<file path="config.mk">
export PLATFORM = sky130hd
export DESIGN_NAME = ltem_top
export DESIGN_NICKNAME = d
export VERILOG_FILES = /design/src/rtl/ltem_pkg.sv /design/src/rtl/ltem_top.sv
export SDC_FILE = /design/constraint.sdc
export NUM_CORES = 1
export LEC_CHECK = 0
export ABC_AREA = 0
export BUFFER_PORTS_ARGS = -buffer_cell sky130_fd_sc_hd__buf_4
export CAP_MARGIN = 20
export CORE_AREA = 2 2 120 122
export CTS_CLUSTER_DIAMETER = 200
export DETAILED_ROUTE_END_ITERATION = 7
export DIE_AREA = 0 0 122 124
export PLACE_DENSITY = 0.76
export SETUP_SLACK_MARGIN = 0.15
export SLEW_MARGIN = 20
export SYNTH_ARGS = -nofsm -noshare
export SYNTH_HDL_FRONTEND = slang
export SYNTH_SLANG_ARGS = --single-unit
</file>
<file path="constraint.sdc">
create_clock -name i_clk -period 3.6 [get_ports i_clk]
set_input_delay 0.18 -clock i_clk [delete_from_list [all_inputs] [get_ports i_clk]]
set_output_delay 0.18 -clock i_clk [all_outputs]
set_load 0.05 [all_outputs]
</file>
<file path="src/rtl/ltem_pkg.sv">
// constants for the transmit-side link event monitor: event codes,
// qualifier bits, flit class codes, register map and status layout.
// assumes a single 40 MHz flit clock and a plain strobe register port.
//
// Operation
// - code 0x0d adds one per cycle spent in the half-width state.
// - half-width state runs half the lanes, ten bits per transfer unit.
// - edge detect on half-width event counts entries, not cycles.
// - edge results are flagged invalid once sleep-state cycles exceed zero.
// - code 0x0c adds one per cycle in the full-power state.
// - full-power cycles include half-width cycles.
// - edge detect on full-power counts entries; training exits are not seen.
// - transmit power state is tracked on its own, apart from receive.
// - code 0x05 counts flits that skip the transmit buffer, one per cycle.
// - code 0x06 counts cycles where the transmit buffer holds an entry.
// - buffer is expected in use only in half-width state or during retry.
// - group zero, code 0x00 without extra select, adds up to two flits.
// - a flit is 80 bits, four transfer units of twenty in full width.
// - half width uses ten-bit units, so eight units per flit.
// - a 64-byte line is nine flits, one header and eight data.
// - group zero data qualifier counts payload flits, not packet headers.
// - group zero value 0x04 counts non-null non-data flits with headers.
// - group one, code 0x00 with extra select, adds up to two flits.
// - group one value 0x01 counts snoop requests, not snoop responses.
// - group one 0x02 home requests, 0x04 non-requests, 0x06 all home.
// - group one 0x08 payload, 0x10 headers, 0x18 both; no bypass data.

package ltem_pkg;

  // event codes
  localparam logic [7:0] EV_FLITS     = 8'h00;
  localparam logic [7:0] EV_SKIP      = 8'h05;
  localparam logic [7:0] EV_OCCUPIED  = 8'h06;
  localparam logic [7:0] EV_FULL_PWR  = 8'h0c;
  localparam logic [7:0] EV_HALF_PWR  = 8'h0d;

  // group zero qualifier bits
  localparam int G0_DATA_BIT    = 1;
  localparam int G0_NONDATA_BIT = 2;
  // group one qualifier bits
  localparam int G1_SNOOP_BIT   = 0;
  localparam int G1_HOME_REQ    = 1;
  localparam int G1_HOME_NONREQ = 2;
  localparam int G1_RESP_DATA   = 3;
  localparam int G1_RESP_HDR    = 4;

  // flit class codes on each transmit slot
  localparam logic [3:0] FC_NULL       = 4'h0;
  localparam logic [3:0] FC_SNOOP_REQ  = 4'h1;
  localparam logic [3:0] FC_HOME_REQ   = 4'h2;
  localparam logic [3:0] FC_HOME_NRQ   = 4'h3;
  localparam logic [3:0] FC_RESP_HDR   = 4'h4;
  localparam logic [3:0] FC_RESP_DATA  = 4'h5;
  localparam logic [3:0] FC_NCOH_HDR   = 4'h6;
  localparam logic [3:0] FC_NCOH_DATA  = 4'h7;
  localparam logic [3:0] FC_OTHER_PROT = 4'h8;

  localparam int SLOTS = 2;

  // register byte addresses
  localparam logic [7:0] A_CTRL   = 8'h00;
  localparam logic [7:0] A_COUNT  = 8'h04;
  localparam logic [7:0] A_SLEEP  = 8'h08;
  localparam logic [7:0] A_STATUS = 8'h0c;

  // control field positions
  localparam int CT_EV_LO   = 0;
  localparam int CT_QUAL_LO = 8;
  localparam int CT_EDGE    = 18;
  localparam int CT_XSEL    = 21;
  localparam int CT_EN      = 22;
  localparam logic [31:0] CTRL_RST = 32'h0000_0000;

  // status field positions
  localparam int ST_HALF    = 0;
  localparam int ST_FULL    = 1;
  localparam int ST_INVALID = 2;
  localparam int ST_BUF_EXP = 3;
  localparam int ST_UNIT_LO = 4;
  localparam int ST_BITS_LO = 8;
  localparam int ST_LINE_LO = 16;

  // link framing figures
  localparam logic [3:0] UNITS_FULL    = 4'h4;
  localparam logic [3:0] UNITS_HALF    = 4'h8;
  localparam logic [4:0] UNIT_BITS_FUL = 5'h14;
  localparam logic [4:0] UNIT_BITS_HLF = 5'h0a;
  localparam logic [3:0] LINE_FLITS    = 4'h9;

endpackage

</file>
<file path="src/rtl/ltem_top.sv">
// transmit-side link event monitor: selects one event, counts it, and
// exposes control, count, sleep-cycle and status words on a strobe port.
// assumes all link status inputs are synchronous to i_clk (flit clock).
//
// Implementation choices: the address map and the strobed register port.

`timescale 1ns/10ps
`default_nettype none

module ltem_top (
  // clock and reset
  input  wire logic        i_clk,
  input  wire logic        i_arst_n,
  // register port
  input  wire logic [7:0]  i_addr,
  input  wire logic [31:0] i_wdata,
  input  wire logic        i_wr,
  input  wire logic        i_rd,
  output logic      [31:0] o_rdata,
  // transmit power state
  input  wire logic        i_tx_full_power,
  input  wire logic        i_tx_half_width,
  input  wire logic        i_tx_sleep,
  // transmit buffer activity
  input  wire logic        i_tx_buf_skip,
  input  wire logic        i_tx_buf_occupied,
  input  wire logic        i_link_retry,
  // transmitted flits, two slots
  input  wire logic [1:0]  i_flit_valid,
  input  wire logic [3:0]  i_flit_class0,
  input  wire logic [3:0]  i_flit_class1,
  // status
  output logic             o_edge_invalid
);

  typedef struct packed {
    logic [31:0] ctrl;
    logic [31:0] count;
    logic [31:0] sleep_cnt;
    logic        prev_cond;
    logic        invalid;
    logic [31:0] rdata;
  } ltem_state_t;

  ltem_state_t s_q;
  ltem_state_t s_d;

  // group zero class mask of one flit
  function automatic logic [7:0] g0_bits(input logic [3:0] fc);
    logic [7:0] m;
    m = 8'h00;
    case (fc)
      ltem_pkg::FC_RESP_DATA,
      ltem_pkg::FC_NCOH_DATA: m[ltem_pkg::G0_DATA_BIT] = 1'b1;
      ltem_pkg::FC_NULL:     m = 8'h00;
      default:               m[ltem_pkg::G0_NONDATA_BIT] = 1'b1;
    endcase
    return m;
  endfunction

  // group one class mask of one flit
  function automatic logic [7:0] g1_bits(input logic [3:0] fc);
    logic [7:0] m;
    m = 8'h00;
    case (fc)
      ltem_pkg::FC_SNOOP_REQ: m[ltem_pkg::G1_SNOOP_BIT] = 1'b1;
      ltem_pkg::FC_HOME_REQ:  m[ltem_pkg::G1_HOME_REQ] = 1'b1;
      ltem_pkg::FC_HOME_NRQ:  m[ltem_pkg::G1_HOME_NONREQ] = 1'b1;
      ltem_pkg::FC_RESP_DATA: m[ltem_pkg::G1_RESP_DATA] = 1'b1;
      ltem_pkg::FC_RESP_HDR:  m[ltem_pkg::G1_RESP_HDR] = 1'b1;
      default:                m = 8'h00;
    endcase
    return m;
  endfunction

  // control fields
  logic [7:0] ev_code;
  logic [7:0] qual;
  logic       edge_en;
  logic       xsel;
  logic       cnt_en;
  assign ev_code = s_q.ctrl[ltem_pkg::CT_EV_LO +: 8];
  assign qual    = s_q.ctrl[ltem_pkg::CT_QUAL_LO +: 8];
  assign edge_en = s_q.ctrl[ltem_pkg::CT_EDGE];
  assign xsel    = s_q.ctrl[ltem_pkg::CT_XSEL];
  assign cnt_en  = s_q.ctrl[ltem_pkg::CT_EN];

  // per-slot qualifier match, any selected class counts once
  logic [3:0]           slot_class [ltem_pkg::SLOTS];
  logic [ltem_pkg::SLOTS-1:0] slot_hit;
  assign slot_class[0] = i_flit_class0;
  assign slot_class[1] = i_flit_class1;

  genvar gi;
  generate
    for (gi = 0; gi < ltem_pkg::SLOTS; gi++) begin : g_slot
      assign slot_hit[gi] = i_flit_valid[gi] &&
        (|(qual & (xsel ? g1_bits(slot_class[gi])
                        : g0_bits(slot_class[gi]))));
    end
  endgenerate

  // full-power level counts half-width cycles too; training exits drop it
  logic full_level;
  assign full_level = i_tx_full_power | i_tx_half_width;

  // selected condition and per-cycle increment
  logic       cond;
  logic [1:0] inc;
  always_comb begin
    cond = 1'b0;
    inc  = 2'd0;
    case (ev_code)
      ltem_pkg::EV_HALF_PWR: begin
        cond = i_tx_half_width;
        inc  = {1'b0, cond};
      end
      ltem_pkg::EV_FULL_PWR: begin
        cond = full_level;
        inc  = {1'b0, cond};
      end
      ltem_pkg::EV_SKIP: begin
        cond = i_tx_buf_skip;
        inc  = {1'b0, cond};
      end
      ltem_pkg::EV_OCCUPIED: begin
        cond = i_tx_buf_occupied;
        inc  = {1'b0, cond};
      end
      ltem_pkg::EV_FLITS: begin
        inc  = {1'b0, slot_hit[0]} + {1'b0, slot_hit[1]};
        cond = |slot_hit;
      end
      default: begin
        cond = 1'b0;
        inc  = 2'd0;
      end
    endcase
  end

  // status word, unit count and unit width follow the power state; line flits fixed
  logic [31:0] status;
  always_comb begin
    status = 32'h0000_0000;
    status[ltem_pkg::ST_HALF]    = i_tx_half_width;
    status[ltem_pkg::ST_FULL]    = full_level;
    status[ltem_pkg::ST_INVALID] = s_q.invalid;
    status[ltem_pkg::ST_BUF_EXP] = i_tx_half_width | i_link_retry;
    status[ltem_pkg::ST_UNIT_LO +: 4] = i_tx_half_width ?
      ltem_pkg::UNITS_HALF : ltem_pkg::UNITS_FULL;
    status[ltem_pkg::ST_BITS_LO +: 5] = i_tx_half_width ?
      ltem_pkg::UNIT_BITS_HLF : ltem_pkg::UNIT_BITS_FUL;
    status[ltem_pkg::ST_LINE_LO +: 4] = ltem_pkg::LINE_FLITS;
  end

  // next-state logic: register writes, counting, read data
  always_comb begin
    s_d = s_q;
    s_d.prev_cond = cond;
    // edge mode adds one on a rising condition only
    if (cnt_en) begin
      if (edge_en) begin
        s_d.count = s_q.count + {31'd0, cond & ~s_q.prev_cond};
      end else begin
        s_d.count = s_q.count + {30'd0, inc};
      end
    end
    if (i_tx_sleep) begin
      s_d.sleep_cnt = s_q.sleep_cnt + 32'h0000_0001;
    end
    // edge results stop being trustworthy after any sleep cycle
    s_d.invalid = edge_en && (s_q.sleep_cnt != 32'h0000_0000);
    if (i_wr) begin
      case (i_addr)
        ltem_pkg::A_CTRL:  s_d.ctrl = i_wdata;
        ltem_pkg::A_COUNT: s_d.count = i_wdata;
        // a sleep cycle in the clearing cycle still counts
        ltem_pkg::A_SLEEP: s_d.sleep_cnt = {31'h0000_0000, i_tx_sleep};
        default:           s_d.ctrl = s_q.ctrl;
      endcase
    end
    s_d.rdata = 32'h0000_0000;
    if (i_rd) begin
      case (i_addr)
        ltem_pkg::A_CTRL:   s_d.rdata = s_q.ctrl;
        ltem_pkg::A_COUNT:  s_d.rdata = s_q.count;
        ltem_pkg::A_SLEEP:  s_d.rdata = s_q.sleep_cnt;
        ltem_pkg::A_STATUS: s_d.rdata = status;
        default:            s_d.rdata = 32'h0000_0000;
      endcase
    end
  end

  // state register
  always_ff @(posedge i_clk or negedge i_arst_n) begin
    if (!i_arst_n) begin
      s_q <= '0;
    end else begin
      s_q <= s_d;
    end
  end

  assign o_rdata        = s_q.rdata;
  assign o_edge_invalid = s_q.invalid;

  logic cnt_wr;
  assign cnt_wr = i_wr && (i_addr == ltem_pkg::A_COUNT);

  // half-width cycles add exactly one
  chk_half_cycle_add: assert property (@(posedge i_clk) disable iff (!i_arst_n)
    (cnt_en && !edge_en && ev_code == ltem_pkg::EV_HALF_PWR && i_tx_half_width
     && !cnt_wr) |=> s_q.count == $past(s_q.count) + 32'd1)
    else $error("half-width cycle not counted");

  // full-power event also counts half-width cycles
  chk_full_incl_half: assert property (@(posedge i_clk) disable iff (!i_arst_n)
    (cnt_en && !edge_en && ev_code == ltem_pkg::EV_FULL_PWR &&
     i_tx_half_width && !i_tx_full_power && !cnt_wr)
    |=> s_q.count == $past(s_q.count) + 32'd1)
    else $error("full-power count missed half-width cycle");

  // edge mode holds the count while the state persists
  chk_edge_hold: assert property (@(posedge i_clk) disable iff (!i_arst_n)
    (cnt_en && edge_en && ev_code == ltem_pkg::EV_HALF_PWR && !cnt_wr &&
     i_tx_half_width && s_q.prev_cond) |=> $stable(s_q.count))
    else $error("edge mode counted a held state");

  // a half-width cycle after a non-half-width cycle adds one entry in edge mode
  chk_edge_entry: assert property (@(posedge i_clk) disable iff (!i_arst_n)
    (cnt_en && edge_en && ev_code == ltem_pkg::EV_HALF_PWR && !cnt_wr &&
     !i_tx_half_width) ##1 (i_tx_half_width && !cnt_wr && cnt_en &&
     edge_en && ev_code == ltem_pkg::EV_HALF_PWR)
    |=> s_q.count == $past(s_q.count) + 32'd1)
    else $error("edge entry not counted once");

  // skipped flit adds one
  chk_skip_count: assert property (@(posedge i_clk) disable iff (!i_arst_n)
    (cnt_en && !edge_en && ev_code == ltem_pkg::EV_SKIP && !cnt_wr)
    |=> s_q.count == $past(s_q.count) + {31'd0, $past(i_tx_buf_skip)})
    else $error("buffer skip count wrong");

  // two data flits add two in group zero
  chk_g0_two_data: assert property (@(posedge i_clk) disable iff (!i_arst_n)
    (cnt_en && !edge_en && !xsel && ev_code == ltem_pkg::EV_FLITS &&
     qual[ltem_pkg::G0_DATA_BIT] && i_flit_valid == 2'b11 && !cnt_wr &&
     i_flit_class0 == ltem_pkg::FC_RESP_DATA &&
     i_flit_class1 == ltem_pkg::FC_NCOH_DATA)
    |=> s_q.count == $past(s_q.count) + 32'd2)
    else $error("group zero data flits miscounted");

  // snoop responses are not snoop requests
  chk_g1_snoop_only: assert property (@(posedge i_clk) disable iff (!i_arst_n)
    (xsel && ev_code == ltem_pkg::EV_FLITS && qual == 8'h01 && !edge_en &&
     !cnt_wr && i_flit_class0 == ltem_pkg::FC_HOME_NRQ &&
     i_flit_class1 == ltem_pkg::FC_HOME_NRQ) |=> $stable(s_q.count))
    else $error("snoop response counted as snoop");

  // edge results marked invalid after sleep cycles
  chk_edge_invalid: assert property (@(posedge i_clk) disable iff (!i_arst_n)
    (edge_en && s_q.sleep_cnt != 32'h0000_0000 && !i_wr) ##1 edge_en
    |-> o_edge_invalid)
    else $error("edge result not flagged invalid");

  // full-power cycles add exactly one
  chk_full_cycle_add: assert property (@(posedge i_clk) disable iff (!i_arst_n)
    (cnt_en && !edge_en && ev_code == ltem_pkg::EV_FULL_PWR &&
     i_tx_full_power && !cnt_wr) |=> s_q.count == $past(s_q.count) + 32'd1)
    else $error("full-power cycle not counted");

  // half-width event never adds more than one
  chk_half_max_one: assert property (@(posedge i_clk) disable iff (!i_arst_n)
    (cnt_en && ev_code == ltem_pkg::EV_HALF_PWR && !cnt_wr)
    |=> (s_q.count - $past(s_q.count)) <= 32'd1)
    else $error("half-width event added more than one");

  // occupied buffer cycles add one each
  chk_occ_cycle_add: assert property (@(posedge i_clk) disable iff (!i_arst_n)
    (cnt_en && !edge_en && ev_code == ltem_pkg::EV_OCCUPIED && !cnt_wr)
    |=> s_q.count == $past(s_q.count) + {31'd0, $past(i_tx_buf_occupied)})
    else $error("occupied buffer count wrong");

  // flit events never add more than two
  chk_flit_max_two: assert property (@(posedge i_clk) disable iff (!i_arst_n)
    (cnt_en && ev_code == ltem_pkg::EV_FLITS && !cnt_wr)
    |=> (s_q.count - $past(s_q.count)) <= 32'd2)
    else $error("flit event added more than two");

  // group zero data leaves out the packet header
  chk_g0_data_hdr: assert property (@(posedge i_clk) disable iff (!i_arst_n)
    (cnt_en && !edge_en && !xsel && ev_code == ltem_pkg::EV_FLITS &&
     qual == 8'h02 && i_flit_valid == 2'b11 && !cnt_wr &&
     i_flit_class0 == ltem_pkg::FC_RESP_DATA &&
     i_flit_class1 == ltem_pkg::FC_RESP_HDR)
    |=> s_q.count == $past(s_q.count) + 32'd1)
    else $error("group zero data counted a header");

  // group zero non-data counts a lone protocol flit
  chk_g0_nondata: assert property (@(posedge i_clk) disable iff (!i_arst_n)
    (cnt_en && !edge_en && !xsel && ev_code == ltem_pkg::EV_FLITS &&
     qual == 8'h04 && i_flit_valid == 2'b01 && !cnt_wr &&
     i_flit_class0 != ltem_pkg::FC_NULL &&
     i_flit_class0 != ltem_pkg::FC_RESP_DATA &&
     i_flit_class0 != ltem_pkg::FC_NCOH_DATA)
    |=> s_q.count == $past(s_q.count) + 32'd1)
    else $error("group zero non-data flit missed");

  // all-home qualifier takes the request, not the snoop
  chk_g1_home_all: assert property (@(posedge i_clk) disable iff (!i_arst_n)
    (cnt_en && !edge_en && xsel && ev_code == ltem_pkg::EV_FLITS &&
     qual == 8'h06 && i_flit_valid == 2'b11 && !cnt_wr &&
     i_flit_class0 == ltem_pkg::FC_SNOOP_REQ &&
     i_flit_class1 == ltem_pkg::FC_HOME_REQ)
    |=> s_q.count == $past(s_q.count) + 32'd1)
    else $error("home flits miscounted");

  // response header and payload both count
  chk_g1_resp_both: assert property (@(posedge i_clk) disable iff (!i_arst_n)
    (cnt_en && !edge_en && xsel && ev_code == ltem_pkg::EV_FLITS &&
     qual == 8'h18 && i_flit_valid == 2'b11 && !cnt_wr &&
     i_flit_class0 == ltem_pkg::FC_RESP_DATA &&
     i_flit_class1 == ltem_pkg::FC_RESP_HDR)
    |=> s_q.count == $past(s_q.count) + 32'd2)
    else $error("response flits miscounted");

  // non-coherent flits never count as responses
  chk_g1_ncoh_excl: assert property (@(posedge i_clk) disable iff (!i_arst_n)
    (xsel && ev_code == ltem_pkg::EV_FLITS && qual == 8'h18 && !edge_en &&
     !cnt_wr && i_flit_class0 != ltem_pkg::FC_RESP_DATA &&
     i_flit_class0 != ltem_pkg::FC_RESP_HDR &&
     i_flit_class1 != ltem_pkg::FC_RESP_DATA &&
     i_flit_class1 != ltem_pkg::FC_RESP_HDR) |=> $stable(s_q.count))
    else $error("non-response flit counted");

  // edge mode adds nothing while the condition is false
  chk_edge_no_fall: assert property (@(posedge i_clk) disable iff (!i_arst_n)
    (cnt_en && edge_en && !cond && !cnt_wr) |=> $stable(s_q.count))
    else $error("edge mode counted a false cycle");

  // a disabled counter holds its value
  chk_count_hold: assert property (@(posedge i_clk) disable iff (!i_arst_n)
    (!cnt_en && !cnt_wr) |=> $stable(s_q.count))
    else $error("disabled counter moved");

  // a count write wins over a same-cycle event
  chk_count_write: assert property (@(posedge i_clk) disable iff (!i_arst_n)
    cnt_wr |=> s_q.count == $past(i_wdata))
    else $error("count write not taken");

  // each sleep cycle adds one to the sleep count
  chk_sleep_count: assert property (@(posedge i_clk) disable iff (!i_arst_n)
    (i_tx_sleep && !i_wr)
    |=> s_q.sleep_cnt == $past(s_q.sleep_cnt) + 32'd1)
    else $error("sleep cycle not counted");

  // read data stands only after a read strobe
  chk_rdata_idle: assert property (@(posedge i_clk) disable iff (!i_arst_n)
    !i_rd |=> o_rdata == 32'h0000_0000)
    else $error("read data without a read");

  // buffer-expected bit follows half width or retry
  chk_buf_expected: assert property (@(posedge i_clk) disable iff (!i_arst_n)
    (i_rd && i_addr == ltem_pkg::A_STATUS)
    |=> o_rdata[ltem_pkg::ST_BUF_EXP] ==
        ($past(i_tx_half_width) | $past(i_link_retry)))
    else $error("buffer-expected bit wrong");

endmodule

`default_nettype wire

</file>
Word-level counts from Yosys, hierarchy flattened

Index checks and enable logic that the tools add are counted.

Equality and inequality tests: 19
Reduce and logical (&&, ||, !) cells: 16
Multiplexer cells: 28
Bitwise gates (word level): 6
$add $sub $neg: 4

Operators with widths:

| operator                | count |
|---|---|
| $mux W32                | 6 |
| $pmux W32 S4            | 1 |
| $mux W64                | 1 |
| $add A32 B1 Y32         | 1 |
| $add A32 B1 Y32 const B | 1 |
| $add A32 B2 Y32         | 1 |
| $eq A8 B4 Y1 const B    | 4 |
| $reduce_bool A32 Y1     | 1 |
| $eq A4 B3 Y1 const B    | 6 |
| $eq A8 B3 Y1 const B    | 3 |
| $and A8 B5 Y8           | 2 |
| $eq A4 B2 Y1 const B    | 4 |
| $logic_not A8 Y1        | 2 |
| $reduce_or A8 Y1        | 2 |
| $mux W5                 | 3 |
| $mux W1                 | 14 |
| $pmux W2 S5             | 1 |
| $eq A4 B1 Y1 const B    | 2 |
| $logic_not A4 Y1        | 2 |
| $reduce_or A2 Y1        | 3 |
| $reduce_or A3 Y1        | 2 |
| $pmux W1 S5             | 1 |
| $mux W4                 | 1 |
| $logic_and A1 B1 Y1     | 3 |
| other kinds (5)         | 6 |

Bits of input ports: 60
Output and inout port bits: 33
Flip-flop bits (word level): 130
Word-level logic and storage cells: 79

Longest topological paths before layout

Word-level depth: 15
Gate-level depth with buffers: 17
Gate-level depth less buffers: 16

Worst setup path after synthesis

Ideal clock, no wire load.

Kind: reg-to-reg
From: register s_q (netlist bit qual[2])
To: register s_q[96] in the netlist's numbering
Clock period less this slack: 3.685 ns
Arrival: 3.603 ns
Library setup time: 0.082 ns
Cell stages (with the launch flop): 18
Path buffers: 1
Required time: 3.518 ns
Slack: -0.085 ns
Path through: dfrtp_1 -> nand2b_1 -> and3_1 -> o21a_1 -> o21a_1 -> ha_1 -> inv_1 -> nor3_1 -> a211oi_1 -> o2bb2ai_1 -> ha_1 -> inv_1 -> fa_1 -> and4b_1 -> clkbuf_1 -> nand3_1 -> or4_1 -> a31oi_1

RTL lines:

| item                   | line            | text |
|---|---|---|
| from (decl)            | ltem_top.sv:45  | `ltem_state_t s_q;` |
| from (signal assigned) | ltem_top.sv:197 | `s_q <= '0;` |
| from (signal assigned) | ltem_top.sv:199 | `s_q <= s_d;` |

==> report_table.html <==
<table>
<tr><th>Metric</th><th>Value</th></tr>
<tr><th colspan="2">Critical path</th></tr>
<tr><td>Crit path max fanout</td><td>6</td></tr>
<tr><td>FF-to-FF Start</td><td>qual[0]$_DFFE_PN0P_</td></tr>
<tr><td>Worst reg-to-reg setup slack</td><td>-70 ps</td></tr>
<tr><td>Crit Path Class</td><td>reg2reg</td></tr>
<tr><td>Critical path arrival</td><td>approximately 4000 ps</td></tr>
<tr><td>Required time at the endpoint of the critical path</td><td>3910 ps</td></tr>
<tr><td>Capture point of the worst reg-to-reg path</td><td>s_q[74]$_DFF_PN0_</td></tr>
<tr><td>Type of element capturing the critical path</td><td>register</td></tr>
<tr><td>Worst Setup Start Kind</td><td>register</td></tr>
<tr><td>FF-to-FF path depth</td><td>18</td></tr>
<tr><th colspan="2">STA</th></tr>
<tr><td>Highest achievable clock rate</td><td>272 MHz</td></tr>
<tr><td>Setup repair after global routing missed its margin</td><td>yes</td></tr>
<tr><td>Crit path time final</td><td>3670 ps</td></tr>
<tr><td>Final worst path period share</td><td>102%</td></tr>
<tr><td>Setup_tns</td><td>-325 ps</td></tr>
<tr><td>Worst-Margin Slew</td><td>1060 ps</td></tr>
<tr><td>Total of endpoints with negative setup slack in the final report</td><td>9</td></tr>
<tr><td>Final Slew Violations</td><td>0</td></tr>
<tr><td>Worst-case headroom to the max-slew limit</td><td>28.8%</td></tr>
<tr><td>Worst Setup Slack, final</td><td>-72.2 ps</td></tr>
<tr><td>Final Hold Fails</td><td>0</td></tr>
<tr><td>Setup Skew</td><td>about 9 ps</td></tr>
<tr><th colspan="2">Power</th></tr>
<tr><td>Power per unit of standard cell area</td><td>431 nW/um2</td></tr>
<tr><td>Leakage power</td><td>4.03 nW</td></tr>
<tr><td>Maximum vdd drop</td><td>0.000351 V</td></tr>
<tr><th colspan="2">Placement</th></tr>
<tr><td>Port bufs</td><td>92</td></tr>
<tr><td>Placed wire-length estimate after detailed placement</td><td>12.8 mm</td></tr>
<tr><td>Pre-CTS setup slack</td><td>-145 ps</td></tr>
<tr><td>Final GP Congestion</td><td>0.915</td></tr>
<tr><th colspan="2">Final layout</th></tr>
<tr><td>Nets</td><td>approximately 900</td></tr>
<tr><td>Layout overhead on the synthesized area</td><td>22.8%</td></tr>
<tr><td>Layout cell share with drive strength beyond 1</td><td>21.2%</td></tr>
<tr><td>Total inserted antenna cells</td><td>0</td></tr>
<tr><th colspan="2">Die</th></tr>
<tr><td>Horiz. Die Dim</td><td>122 um</td></tr>
<tr><td>Standard-cell row count</td><td>43</td></tr>
<tr><td>Total die area</td><td>15100 um2</td></tr>
<tr><td>Number of top-level pins</td><td>93</td></tr>
<tr><td>Height of the die</td><td>roughly 120 um</td></tr>
<tr><td>Core footprint</td><td>approximately 14000 um2</td></tr>
<tr><td>Initial core utilization</td><td>about 53%</td></tr>
<tr><th colspan="2">Worst hold path</th></tr>
<tr><td>Hold Path Sink</td><td>qual[0]$_DFFE_PN0P_</td></tr>
<tr><td>Startpoint of the most critical hold path</td><td>i_wdata[8]</td></tr>
<tr><td>Hold/Removal Path Class</td><td>in2reg</td></tr>
<tr><td>Hold depth</td><td>2</td></tr>
<tr><th colspan="2">Routing</th></tr>
<tr><td>Per-cell via count in the routed design</td><td>slightly above 6</td></tr>
<tr><td>DR pass1 iterations</td><td>5</td></tr>
<tr><td>Routed wirelength normalized by instance count</td><td>18.6 um</td></tr>
<tr><td>DRC Markers</td><td>0</td></tr>
<tr><td>Number of vias after detailed routing</td><td>6342</td></tr>
<tr><td>Detailed-route wire length</td><td>19.2 mm</td></tr>
<tr><td>Count of nets left with antenna violations after detail routing</td><td>0</td></tr>
<tr><td>Number of DRC markers after the initial detailed-route iteration</td><td>612</td></tr>
<tr><th colspan="2">Logic synthesis</th></tr>
<tr><td>Number of nets in the synthesized netlist</td><td>822</td></tr>
<tr><td>Dominant combinational cell family by area after synthesis</td><td>simple AND/OR/NAND/NOR gates</td></tr>
<tr><td>Synthesized area</td><td>about 7200 um2</td></tr>
<tr><td>Xor/xnor share of the synthesized area</td><td>roughly 3%</td></tr>
<tr><td>Compound-Gate Fraction of Synth Area</td><td>12.4%</td></tr>
<tr><td>Proportion of netlist area held by the largest area contributor</td><td>45.1%</td></tr>
<tr><td>Mux cell area share after synthesis</td><td>10.3%</td></tr>
<tr><td>Most instantiated flip-flop cell in the synthesis netlist</td><td>sky130_fd_sc_hd__dfrtp_1</td></tr>
<tr><td>Gate count of the mapped netlist</td><td>755</td></tr>
<tr><td>Synth cell types</td><td>60</td></tr>
<tr><td>Fraction of the yosys area taken by sequential cells</td><td>a little under half</td></tr>
<tr><td>Average size of a mapped cell</td><td>9.55 um2</td></tr>
<tr><td>Leading post-synthesis cells by cell area</td><td>sky130_fd_sc_hd__dfrtp_1 45%, sky130_fd_sc_hd__nor2_1 5.1%, sky130_fd_sc_hd__mux2_1 5.0%, sky130_fd_sc_hd__mux2i_1 4.0%, sky130_fd_sc_hd__a21oi_1 3.7%</td></tr>
<tr><td>Arithmetic-cell share of the synthesized area counting full adders, half adders and majority gates</td><td>1.32%</td></tr>
<tr><td>EDFF count, synth</td><td>0</td></tr>
<tr><td>Simple-gate portion of the synthesized area</td><td>20.9%</td></tr>
<tr><td>Total number of yosys warnings</td><td>0</td></tr>
<tr><td>Proportion of synthesized flip-flops having asynchronous set or reset</td><td>100%</td></tr>
<tr><td>Area leader, netlist</td><td>sky130_fd_sc_hd__dfrtp_1</td></tr>
<tr><td>Number of synthesized register bits</td><td>130</td></tr>
<tr><th colspan="2">CTS</th></tr>
<tr><td>Number of clock sinks</td><td>130</td></tr>
<tr><td>Clk_lat worst skew</td><td>430 ps</td></tr>
<tr><td>Buffers from clock root to sink, at most</td><td>2</td></tr>
<tr><td>Clock Pin Slew Worst Setup and Hold Paths</td><td>50 ps</td></tr>
<tr><td>Root buffer selected by CTS</td><td>sky130_fd_sc_hd__clkbuf_16</td></tr>
<tr><td>Count of H-tree levels built during CTS</td><td>4</td></tr>
<tr><td>Total clock buffers created by CTS</td><td>17</td></tr>
<tr><td>CTS tree</td><td>done</td></tr>
<tr><th colspan="2">Global route</th></tr>
<tr><td>Number of global-route vias before repair</td><td>6000</td></tr>
<tr><td>Global Route met2 Usage</td><td>42.6%</td></tr>
<tr><td>Wire length of the first global-routing pass</td><td>approximately 30 mm</td></tr>
<tr><td>Grt met3 use</td><td>4.81%</td></tr>
<tr><td>Largest net degree at the start of global routing</td><td>64</td></tr>
<tr><td>All-layer global routing usage</td><td>25.7%</td></tr>
<tr><td>Total global routing overflow</td><td>0</td></tr>
<tr><td>Antenna violations before repair</td><td>0</td></tr>
<tr><td>Most Crowded Layer GR</td><td>met2</td></tr>
<tr><td>Met1 track demand over resource in global routing</td><td>33.1%</td></tr>
<tr><th colspan="2">Outcome</th></tr>
<tr><td>Run status</td><td>finished with violations</td></tr>
<tr><td>Violated checks</td><td>negative setup slack</td></tr>
<tr><th colspan="2">Run</th></tr>
<tr><td>Count of maximum capacitance violations</td><td>0</td></tr>
</table>
placed cells by master, fill, tap and decap left out, drive strengths merged, types with 4 or more instances in the layout:
cell type,instances
a211oi,10
a21oi,53
a31oi,19
and2,4
and3,7
and4,11
buf,116
clkbuf,27
dfrtp,130
dlygate4sd3,24
ha,6
inv,23
mux2,36
mux2i,29
nand2,27
nand2b,10
nand3,26
nand4,25
nor2,97
nor2b,9
nor3,9
nor4,12
o21ai,25
o31ai,14
or3,16
or4,20
xnor2,13
xor2,12
routing by layer:
layer  wire length, um  up-vias  share of wire [%]
li1                  -     2892                  -
met3              1270       55                6.6
met1              7780     3116                 41
met4               642        0                3.3
met5                 0        -                  0
met2              9480      279                 49
worst max-delay path by stage:
stage                         startpoint           endpoint  slack [ps]  depth (start not counted)
CTS                  qual[4]$_DFFE_PN0P_  s_q[82]$_DFF_PN0_          60                         16
global route         qual[4]$_DFFE_PN0P_  s_q[84]$_DFF_PN0_        -260                         16
global placement     qual[1]$_DFFE_PN0P_  s_q[88]$_DFF_PN0_          40                         15
floorplan           s_q[119]$_DFFE_PN0P_  s_q[96]$_DFF_PN0_         160                         16
detailed placement  s_q[119]$_DFFE_PN0P_  s_q[82]$_DFF_PN0_        -140                         15
finish               qual[0]$_DFFE_PN0P_  s_q[74]$_DFF_PN0_         -70                         18
cells by family after synthesis:
logic type,after synthesis
buf+inv,97
simple gates,283
compound gates,146
xor+xnor,25
fa+ha+maj,7
mux,67
flops,130
layout make-up:
type	instances	area (um2)
repair buffers	140	1130
multi-input cells	528	3590
clock inverters	5	75.1
inverters	23	86.3
fillers	1071	4870
well taps	180	225
flip-flops and latches	130	3250
clock buffers	27	493
stage by stage:
stage / hold WS [ps] / instances / instance area (um2) / util, % / power (W)
final: 4.02 / 1033 / 8850 / 64.5 / 0.00381
after global routing: -0.0917 / 1033 / 8850 / 64.5 / 0.00396
after CTS: 0.627 / 1029 / 8740 / 63.7 / 0.00381
after detailed placement: 275 / 967 / 7830 / 57.1 / 0.00212
after global placement: 269 / 967 / 7830 / 57.1 / 0.00210
after floorplan: -116 / 755 / 7230 / - / 0.00192
worst max-delay path, cell delays in order (launching register included):
cell and delay (ps):
sky130_fd_sc_hd__dfrtp_1 400, sky130_fd_sc_hd__o21ai_0 300, sky130_fd_sc_hd__nor2_1 80, sky130_fd_sc_hd__o21a_1 210, sky130_fd_sc_hd__o21a_1 220, sky130_fd_sc_hd__ha_4 270
sky130_fd_sc_hd__inv_2 30, sky130_fd_sc_hd__nor3_2 180, sky130_fd_sc_hd__a211oi_2 60, sky130_fd_sc_hd__o2bb2ai_2 140, sky130_fd_sc_hd__ha_2 210, sky130_fd_sc_hd__inv_2 40
sky130_fd_sc_hd__fa_2 330, sky130_fd_sc_hd__and4b_2 350, sky130_fd_sc_hd__buf_4 130, sky130_fd_sc_hd__buf_6 110, sky130_fd_sc_hd__nand2_1 80, sky130_fd_sc_hd__xnor2_1 150
sky130_fd_sc_hd__mux2_2 270
synth_stat cells (4+ instances only):
library cell               count
sky130_fd_sc_hd__nor4_1       11
sky130_fd_sc_hd__nand3_1      26
sky130_fd_sc_hd__dfrtp_1     130
sky130_fd_sc_hd__and3_1        7
sky130_fd_sc_hd__mux2_2        4
sky130_fd_sc_hd__inv_1        22
sky130_fd_sc_hd__ha_1          6
sky130_fd_sc_hd__nor3_1        9
sky130_fd_sc_hd__nand2b_1     10
sky130_fd_sc_hd__o21ai_0      23
sky130_fd_sc_hd__buf_1         5
sky130_fd_sc_hd__o31ai_1      14
sky130_fd_sc_hd__or3_1        16
sky130_fd_sc_hd__xor2_1       12
sky130_fd_sc_hd__buf_2         5
sky130_fd_sc_hd__and2_1        4
sky130_fd_sc_hd__xnor2_1      13
sky130_fd_sc_hd__buf_4        32
sky130_fd_sc_hd__mux2_1       32
sky130_fd_sc_hd__and4_1       10
sky130_fd_sc_hd__clkbuf_1     31
sky130_fd_sc_hd__nor2_1       97
sky130_fd_sc_hd__nand4_1      24
sky130_fd_sc_hd__nand2_1      27
sky130_fd_sc_hd__mux2i_1      29
sky130_fd_sc_hd__or4_1        19
sky130_fd_sc_hd__a31oi_1      19
sky130_fd_sc_hd__a211oi_1     10
sky130_fd_sc_hd__nor2b_1       9
sky130_fd_sc_hd__a21oi_1      53
state kept, by name, indices dropped and copies added (netlist names):
register        count
cnt_en              1
edge_en             1
ev_code             8
o_edge_invalid      1
o_rdata            32
qual                8
s_q                79
where the power goes:
| part | switching (W) | leakage [nW] | internal (W) | total [W] |
|---|---|---|---|---|
| Combinational | 0.000253 | 1.97 | 0.000221 | 0.000475 |
| Clock | 0.000591 | 0.279 | 0.00107 | 0.00166 |
| Sequential | 0.000126 | 1.78 | 0.00155 | 0.00168 |
timing repair:
item	in CTS	in global routing
endpoints found under the hold margin	78	1
endpoints found under the setup margin	14	24
setup buffers	7	3
gates resized for setup	18	19
pin swaps	20	13
hold buffers	23	1
gates cloned	0	0
Note: power is estimated with default switching activity, not from simulation.
